===== config.mk =====
export PLATFORM = sky130hd
export DESIGN_NAME = trace_macrocell_config_regs
export DESIGN_NICKNAME = d
export VERILOG_FILES = /design/src/rtl/watchpoint_sampler.v /design/src/rtl/trace_macrocell_config_regs.v
export VERILOG_INCLUDE_DIRS = /design/src /design/src/rtl
export SDC_FILE = /design/constraint.sdc
export NUM_CORES = 1
export LEC_CHECK = 0
export ABC_CLOCK_PERIOD_IN_PS = 1190
export BUFFER_PORTS_ARGS = -buffer_cell sky130_fd_sc_hd__buf_2
export CAP_MARGIN = 0
export CORE_ASPECT_RATIO = 0.6
export CORE_UTILIZATION = 54
export CTS_CLUSTER_DIAMETER = 200
export DETAILED_ROUTE_END_ITERATION = 10
export MAX_ROUTING_LAYER = met4
export PLACE_DENSITY = 0.79
export RECOVER_POWER = 100
export SYNTH_ARGS = -nofsm -noshare
export SYNTH_HDL_FRONTEND = slang
export SYNTH_SLANG_ARGS = --single-unit

===== constraint.sdc =====
create_clock -name ref_clk -period 1.19 [get_ports ref_clk]
set_input_delay 0.119 -clock ref_clk [delete_from_list [all_inputs] [get_ports ref_clk]]
set_output_delay 0.119 -clock ref_clk [all_outputs]
set_load 0.005 [all_outputs]

===== src/rtl/trace_cfg_regs.vh =====
// Behaviour
// - Capability bit 27 reports reduced counter 1 from the later version, else zero.
// - Bit 26 reports virtualization; enables VM comparator and VIRTUAL_MACHINE_IDENTIFIER controls.
// - Bit 25 reports timestamps generated for every barrier operation.
// - Bit 24 reports barriers treated as waypoints; zero forbids both sides.
// - Bit 23 reports return stack; only then return-stack enable is writable.
// - Bit 22 reports timestamping; gates timestamp event register and enable.
// - Bit 21 reports presence of the sampling-behaviour register.
// - Bit 20 reports start/stop block can use watchpoint inputs.
// - Field 19:16 reports watchpoint input count, zero to eight.
// - Field 15:13 reports instrumentation resources, at most four.
// - Bits 2:0 report selector count; missing selectors read zero, ignore writes.
// - Selector 1 sits in bits 7:0 of the selection register.
// - Start/stop bits 23:16 choose stop inputs, bit 16 is input 1.
// - Start/stop bits 7:0 choose start inputs, bit 0 is input 1.
// - With no watchpoint inputs the start/stop register reads zero, ignores writes.
// - Sampling bit 0 pulses one sample, 1 latches until before next sample; here the held value clears one cycle after the sample point.
// - Timestamp event holds 17 bits; function 16:14; event inserts a timestamp.
// - Timestamp event register reads zero and ignores writes without timestamping.
// - Auxiliary control register is implementation-defined and resets to zero.
// - Seven-bit source identifier drives the trace bus; resets to zero.
// - Identifier in bits 6:0, bits 31:7 reserved.
`ifndef TRACE_CFG_REGS_VH
`define TRACE_CFG_REGS_VH
`define CFG_EXT_OFFSET     6'h00
`define EXT_SEL_OFFSET     6'h04
`define START_STOP_OFFSET  6'h08
`define SAMPLING_OFFSET    6'h0c
`define TS_EVENT_OFFSET    6'h10
`define AUX_CTRL_OFFSET    6'h14
`define TRACE_ID_OFFSET    6'h18
`define MAIN_CTRL_OFFSET   6'h1c
`define VM_CMP_OFFSET      6'h20
`define CFG_RED_CNT_BIT    27
`define CFG_VIRT_BIT       26
`define CFG_TS_BARRIER_BIT 25
`define CFG_WAYPOINT_BIT   24
`define CFG_RSTACK_BIT     23
`define CFG_TS_BIT         22
`define CFG_SAMPLING_BIT   21
`define CFG_SS_WP_BIT      20
`define CFG_RAO_BIT        12
`define MAIN_RSTACK_BIT    0
`define MAIN_TS_BIT        1
`define MAIN_VIRTUAL_MACHINE_IDENTIFIER_BIT      2
`define TS_EVENT_WIDTH     17
`define TRACE_ID_WIDTH     7
`define ALWAYS_TRUE_EVENT  17'h0006f
`define RESET_ZERO         32'h00000000
`endif


===== src/rtl/watchpoint_sampler.v =====
`timescale 1ns/100ps
`include "trace_cfg_regs.vh"
module watchpoint_sampler #(
   parameter N = 8
) (
   input  wire         ref_clk,
   input  wire         rst_n,
   input  wire         sample_pt,
   input  wire [N-1:0] hold_mode,
   input  wire [N-1:0] wp_in,
   output reg  [N-1:0] wp_out
);
   reg [N-1:0] held_q;
   genvar i;
   generate
      for (i = 0; i < N; i = i + 1) begin : g_wp
         // Held value stays for one cycle after the sample point, then clears to zero
         always @(posedge ref_clk or negedge rst_n) begin
            if (!rst_n) begin
               held_q[i] <= 1'b0;
               wp_out[i] <= 1'b0;
            end else if (sample_pt) begin
               held_q[i] <= wp_in[i] & hold_mode[i];
               wp_out[i] <= wp_in[i];
            end else begin
               wp_out[i] <= held_q[i];
               held_q[i] <= 1'b0;
            end
         end
      end
   endgenerate
endmodule


===== src/rtl/trace_macrocell_config_regs.v =====
// Strobed register access and the register offsets are this design's own decisions.
`timescale 1ns/100ps
`include "trace_cfg_regs.vh"
module trace_macrocell_config_regs #(
   parameter       LATER_VERSION = 1,
   parameter       RED_COUNTER   = 0,
   parameter       VIRT_IMPL     = 1,
   parameter       TS_BARRIER    = 1,
   parameter       WAYPOINT_BAR  = 1,
   parameter       RSTACK_IMPL   = 1,
   parameter       TS_IMPL       = 1,
   parameter       SAMPLING_IMPL = 1,
   parameter       SS_WP_USE     = 1,
   parameter [3:0] NUM_WP        = 4'h8,
   parameter [2:0] NUM_INSTR     = 3'h4,
   parameter [2:0] NUM_EXT_SEL   = 3'h4
) (
   input  wire        ref_clk,
   input  wire        rst_n,
   input  wire [5:0]  addr,
   input  wire [31:0] wdata,
   input  wire        wr_en,
   input  wire        rd_en,
   output reg  [31:0] rdata,
   input  wire        sample_pt,
   input  wire [7:0]  wp_in,
   output reg  [7:0]  wp_sampled,
   output reg  [7:0]  trace_start,
   output reg  [7:0]  trace_stop,
   input  wire        ts_event_hit,
   output reg         ts_insert,
   output reg  [16:0] ts_event_def,
   output reg  [31:0] ext_sel,
   output reg  [31:0] aux_ctrl,
   output reg  [6:0]  trace_id,
   output reg         rstack_en,
   output reg         ts_en,
   output reg         virtual_machine_identifier_en,
   output reg  [7:0]  vm_cmp_value,
   output reg         barrier_waypoint,
   output reg         barrier_ts
);
   wire        later = (LATER_VERSION != 0);
   wire        virt = later && (VIRT_IMPL != 0);
   wire        ts_ok = (TS_IMPL != 0);
   wire        wp_ok = (NUM_WP != 4'h0);
   wire [31:0] cfg_ext;
   wire [31:0] ext_mask;
   wire [7:0]  wp_mask;
   wire [7:0]  sampled_raw;
   wire [7:0]  hold_mode;

   reg [31:0] ext_sel_q;
   reg [31:0] ss_q;
   reg [7:0]  samp_q;
   reg [16:0] tsev_q;
   reg [31:0] aux_q;
   reg [6:0]  id_q;
   reg [2:0]  main_q;
   reg [7:0]  vm_q;
   reg [31:0] rd_d;

   function sel;
      input [5:0] a;
      input [5:0] off;
      begin
         sel = (a == off);
      end
   endfunction

   assign cfg_ext = {2'b00,
                     1'b0, 1'b0,
                     later && (RED_COUNTER != 0),
                     virt,
                     (TS_BARRIER != 0),
                     (WAYPOINT_BAR != 0),
                     (RSTACK_IMPL != 0),
                     ts_ok,
                     (SAMPLING_IMPL != 0),
                     (SS_WP_USE != 0),
                     NUM_WP,
                     NUM_INSTR,
                     1'b1,
                     9'h000,
                     NUM_EXT_SEL};

   // Selector byte k exists only when k is below the reported count
   genvar k;
   generate
      for (k = 0; k < 4; k = k + 1) begin : g_ext
         assign ext_mask[8*k+7:8*k] = (NUM_EXT_SEL > k) ? 8'hff : 8'h00;
      end
      for (k = 0; k < 8; k = k + 1) begin : g_wpm
         assign wp_mask[k] = (NUM_WP > k);
      end
   endgenerate

   assign hold_mode = (SAMPLING_IMPL != 0) ? samp_q : 8'h00;

   watchpoint_sampler #(
      .N (8)
   ) u_sampler (
      .ref_clk   (ref_clk),
      .rst_n     (rst_n),
      .sample_pt (sample_pt),
      .hold_mode (hold_mode),
      .wp_in     (wp_in & wp_mask),
      .wp_out    (sampled_raw)
   );

   always @(posedge ref_clk or negedge rst_n) begin
      if (!rst_n) begin
         ext_sel_q <= `RESET_ZERO;
         ss_q      <= `RESET_ZERO;
         samp_q    <= 8'h00;
         tsev_q    <= 17'h00000;
         aux_q     <= `RESET_ZERO;
         id_q      <= 7'h00;
         main_q    <= 3'h0;
         vm_q      <= 8'h00;
      end else if (wr_en) begin
         if (sel(addr, `EXT_SEL_OFFSET))
            ext_sel_q <= wdata & ext_mask;
         if (sel(addr, `START_STOP_OFFSET) && wp_ok)
            ss_q <= wdata & {8'h00, wp_mask, 8'h00, wp_mask};
         if (sel(addr, `SAMPLING_OFFSET) && (SAMPLING_IMPL != 0))
            samp_q <= wdata[7:0];
         if (sel(addr, `TS_EVENT_OFFSET) && ts_ok)
            tsev_q <= wdata[16:0];
         if (sel(addr, `AUX_CTRL_OFFSET))
            aux_q <= wdata;
         if (sel(addr, `TRACE_ID_OFFSET))
            id_q <= wdata[6:0];
         if (sel(addr, `MAIN_CTRL_OFFSET)) begin
            main_q[`MAIN_RSTACK_BIT] <= wdata[`MAIN_RSTACK_BIT] & (RSTACK_IMPL != 0);
            main_q[`MAIN_TS_BIT]     <= wdata[`MAIN_TS_BIT] & ts_ok;
            main_q[`MAIN_VIRTUAL_MACHINE_IDENTIFIER_BIT]   <= wdata[`MAIN_VIRTUAL_MACHINE_IDENTIFIER_BIT] & virt;
         end
         if (sel(addr, `VM_CMP_OFFSET) && virt)
            vm_q <= wdata[7:0];
      end
   end

   always @* begin
      rd_d = `RESET_ZERO;
      case (addr)
         `CFG_EXT_OFFSET:    rd_d = cfg_ext;
         `EXT_SEL_OFFSET:    rd_d = ext_sel_q;
         `START_STOP_OFFSET: rd_d = ss_q;
         `SAMPLING_OFFSET:   rd_d = {24'h000000, samp_q};
         `TS_EVENT_OFFSET:   rd_d = {15'h0000, tsev_q};
         `AUX_CTRL_OFFSET:   rd_d = aux_q;
         `TRACE_ID_OFFSET:   rd_d = {25'h0000000, id_q};
         `MAIN_CTRL_OFFSET:  rd_d = {29'h00000000, main_q};
         `VM_CMP_OFFSET:     rd_d = {24'h000000, vm_q};
         default:            rd_d = `RESET_ZERO;
      endcase
   end

   // Outputs registered; read data stands one cycle after the strobe only
   always @(posedge ref_clk or negedge rst_n) begin
      if (!rst_n) begin
         rdata            <= `RESET_ZERO;
         wp_sampled       <= 8'h00;
         trace_start      <= 8'h00;
         trace_stop       <= 8'h00;
         ts_insert        <= 1'b0;
         ts_event_def     <= 17'h00000;
         ext_sel          <= `RESET_ZERO;
         aux_ctrl         <= `RESET_ZERO;
         trace_id         <= 7'h00;
         rstack_en        <= 1'b0;
         ts_en            <= 1'b0;
         virtual_machine_identifier_en          <= 1'b0;
         vm_cmp_value     <= 8'h00;
         barrier_waypoint <= 1'b0;
         barrier_ts       <= 1'b0;
      end else begin
         rdata            <= rd_en ? rd_d : `RESET_ZERO;
         wp_sampled       <= sampled_raw;
         trace_start      <= (SS_WP_USE != 0) ? (sampled_raw & ss_q[7:0]) : 8'h00;
         trace_stop       <= (SS_WP_USE != 0) ? (sampled_raw & ss_q[23:16]) : 8'h00;
         ts_insert        <= ts_event_hit & ts_ok;
         ts_event_def     <= tsev_q;
         ext_sel          <= ext_sel_q;
         aux_ctrl         <= aux_q;
         trace_id         <= id_q;
         rstack_en        <= main_q[`MAIN_RSTACK_BIT];
         ts_en            <= main_q[`MAIN_TS_BIT];
         virtual_machine_identifier_en          <= main_q[`MAIN_VIRTUAL_MACHINE_IDENTIFIER_BIT];
         vm_cmp_value     <= vm_q;
         barrier_waypoint <= (WAYPOINT_BAR != 0);
         barrier_ts       <= (TS_BARRIER != 0) & main_q[`MAIN_TS_BIT];
      end
   end
endmodule


==> flow_summary.ini <==
[cts]
path_clk_slew_ns = 0.07
clkSinkCount = 296
cts_buffers = 26
cts-htree-levels = 1
root_buffer = clkbuf_16
clkLatencyLatePin_ns = 0.53
cts_tree = built
cts_buffer_depth = 3

[final_layout]
seqCellArea_um2 = 7407
diodes = 0
nets = 1007
final_area_um2 = 13600
multi_input_area_um2 = 2836
area_growth_pct = 32.13
drive_above_1_share_pct = 50.72
fillers = 1147

[logic_synthesis]
synth-compound-area-share_pct = 4.426
synth_top_cell_area_share_pct = 71.98
synth_edf_count = 0
ys_warn_count = 0
avgSynthCellArea_um2 = 16.23
synth_seq_cells = 296
synth-adder-area-share_pct = 0
synth_top_area_cell = dfrtp_1
ys_types = 40
syn_nets = 686
yosys-top-cells-count = 296 x dfrtp_1, 138 x mux2_2, 29 x a22oi_1
async_reset_ff_share_pct = 100.0
netlist_instances = 634
synthXorXnorAreaFrac_pct = 0
synth_area_um2 = 10290
ys_seq_area_share_pct = 71.98
synth_top_family_by_area = multiplexers
synth_most_common_cell = dfrtp_1
synth_area_leaders = dfrtp_1 72%, mux2_2 15%, a22oi_1 2.1%
synthMuxAreaShare_pct = 16.78
synth_top_flop_cell = dfrtp_1
synth-simple-area-share_pct = 5.021

[global_routing]
met1_usage_pct = 39.53
overflow = 0
grt_pass1_wl_um = 39630
gr-usage-met2_pct = 42.22
grt_max_degree = 65
busiest_layer = met2
grt_pass1_vias = 6916
grt_antenna_before_repair = 0
met3_usage_pct = 4.977
grt_usage_pct = 27.66

[critical_path]
slowest_delay_ns = 0.61
path_max_fanout = 5
worstPathCellList = buf_6, or4b_4, nor3_4, buf_6, nand2_8, mux2_4
start_kind = input port
end_kind = flop
critPathMostFrequentCell = buf_6
cp_num_buf_inv = 2
crit_slowest_cell = or4b_4
crit_arrival_ns = 1.63
path_delay_family = simple AND/OR/NAND/NOR gates
crit_type = in2reg
cp.required_ns = 1.60

[routing]
drc = 0
via_per_inst = 5.469
drtPass1Iterations = 6
antenna_left = 0
dr_total_vias = 6639
avgRoutedWirePerCell_um = 21.18
drt_iter0_markers = 481
drt-total-wl_um = 25720

[sta]
layout_setup_ws_ns = -0.03597
holdWs_ns = 0.04104
maxSlewHeadroom_pct = 55.53
worst_pin_slew_ns = 0.6670
finalCritPeriodShare_pct = 103.0
fmax_mhz = 815.7
finalMaxSlewViolations = 0
hold_viol = 0
setup-tns-final_ns = -0.8034
final-setup-viol-count = 37
fin_worst_skew_ns = 0.01435
rsz0062_at_grt = true
period_needed_ns = 1.226

[status]
outcome = finished, violations left
violations = setup timing

[die]
fp.dieH_um = 108.9
die_w_um = 180.2
core_um2 = 18350
initial_core_util_pct = 56.07
num_rows = 38
dieArea_um2 = 19630
ioPinCount = 210

[placed_design]
place_area_um2 = 12210
gp_congestion = 0.9092
dp_slack_ns = -0.6165
place_hpwl_um = 17120
io_buffers = 209

[power_and_ir_drop]
ir_drop_mv = 1.065
power_density_nw_per_um2 = 1677
leakagePower_nw = 7.088

[run]
maxCapViolations = 0

[hold_path]
hp-class = in2async
## logic make-up (layout without fill, tap and decap cells)
logic type | after synthesis | count (layout)
AO/OA/AOI/OAI | 63 | 63
buffers and inverters | 38 | 376
other | 1 | 1
AND/OR/NAND/NOR | 86 | 88
flip-flops | 296 | 296
multiplexers | 150 | 150
## power by group
group | switching (mW) | leakage, nW | total, mW | internal (mW)
Combinational | 0.978 | 2.67 | 2.16 | 1.19
Sequential | 0.648 | 3.96 | 11.8 | 11.1
Clock | 3.60 | 0.460 | 8.88 | 5.28
## cells in the final DEF, fill, tap and decap left out, drive strengths merged
cell type    count
nor3             2
nand2           14
a21oi           10
nand2b           1
buf            266
nand3b           2
clkinv           6
inv              6
nand3            3
or4b             1
a222oi           9
bufinv           3
a32oi            1
o31ai            1
conb             1
nor2            22
a31oi            5
o21ai            2
and3b            1
nor4bb           1
o22ai            5
nand4            1
dlygate4sd3     41
dfrtp          296
and2            18
mux2           150
and4             1
nor4             2
clkbuf          54
a22oi           29
nor2b            8
a41oi            1
and3            11
## timing repair
action | CTS | global route
endpoints found under the hold margin | 426 | 0
gates cloned | 2 | 0
resized for setup | 10 | 7
endpoints found under the setup margin | 47 | 89
pin swaps | 3 | 6
setup buffers | 5 | 0
hold buffers | 41 | 0
## worst reg2reg max path: cells and delay by family (launching register included)
family	cells	cell delay, ns
flip-flops	1	0.38
AO/OA/AOI/OAI	2	0.33
multiplexers	1	0.32
## per-stage QoR
| step | utilization (%) | power (mW) | cells |
|---|---|---|---|
| global route | 74.09 | 23.60 | 1214 |
| global placement | 66.54 | 13.85 | 1120 |
| CTS | 74.40 | 22.96 | 1215 |
| detailed placement | 66.54 | 14.00 | 1120 |
| floorplan | - | 12.60 | 634 |
| finish | 74.09 | 22.81 | 1214 |
## registers in the layout, summed over array words and instances, names as in the netlist, 16 cells and up
| register | count |
|---|---|
| ext_sel | 32 |
| aux_ctrl | 32 |
| rdata | 32 |
| ss_q | 16 |
| ts_event_def | 17 |
| tsev_q | 17 |
| aux_q | 32 |
| ext_sel_q | 32 |
## per-layer routing
| metal | vias up | wire length (um) |
|---|---|---|
| li1 | 2878 | - |
| met1 | 3441 | 11600 |
| met2 | 290 | 11960 |
| met3 | 30 | 1835 |
| met4 | 0 | 326 |
| met5 | - | 0 |
## cell type report
type,count,share of cell area (%)
Timing Repair Buffer,323,15.55
Clock buffer,38,5.861
Sequential cell,296,54.47
Tap cell,240,2.208
Multi-Input combinational cell,302,20.86
Inverter,6,0.1656
Clock inverter,9,0.8833
## path summary, 6_finish.rpt
check | slack (ns) | cells after the start | start | end
worst max-delay path | -0.04 | 6 | addr[0] | tsev_q[14]
min in group ref_clk | 0.04 | 2 | wdata[6] | ext_sel_q[6]
worst min register to register | 0.39 | 0 | u_sampler.wp_out[7] | wp_sampled[7]
max in group asynchronous | 0.19 | 3 | rst_n | aux_ctrl[4]
worst min-delay path | 0.04 | 2 | rst_n | ts_event_def[6]
worst max register to register | 0.02 | 3 | ext_sel_q[6] | rdata[6]
Power figures use the tool's default switching activity.
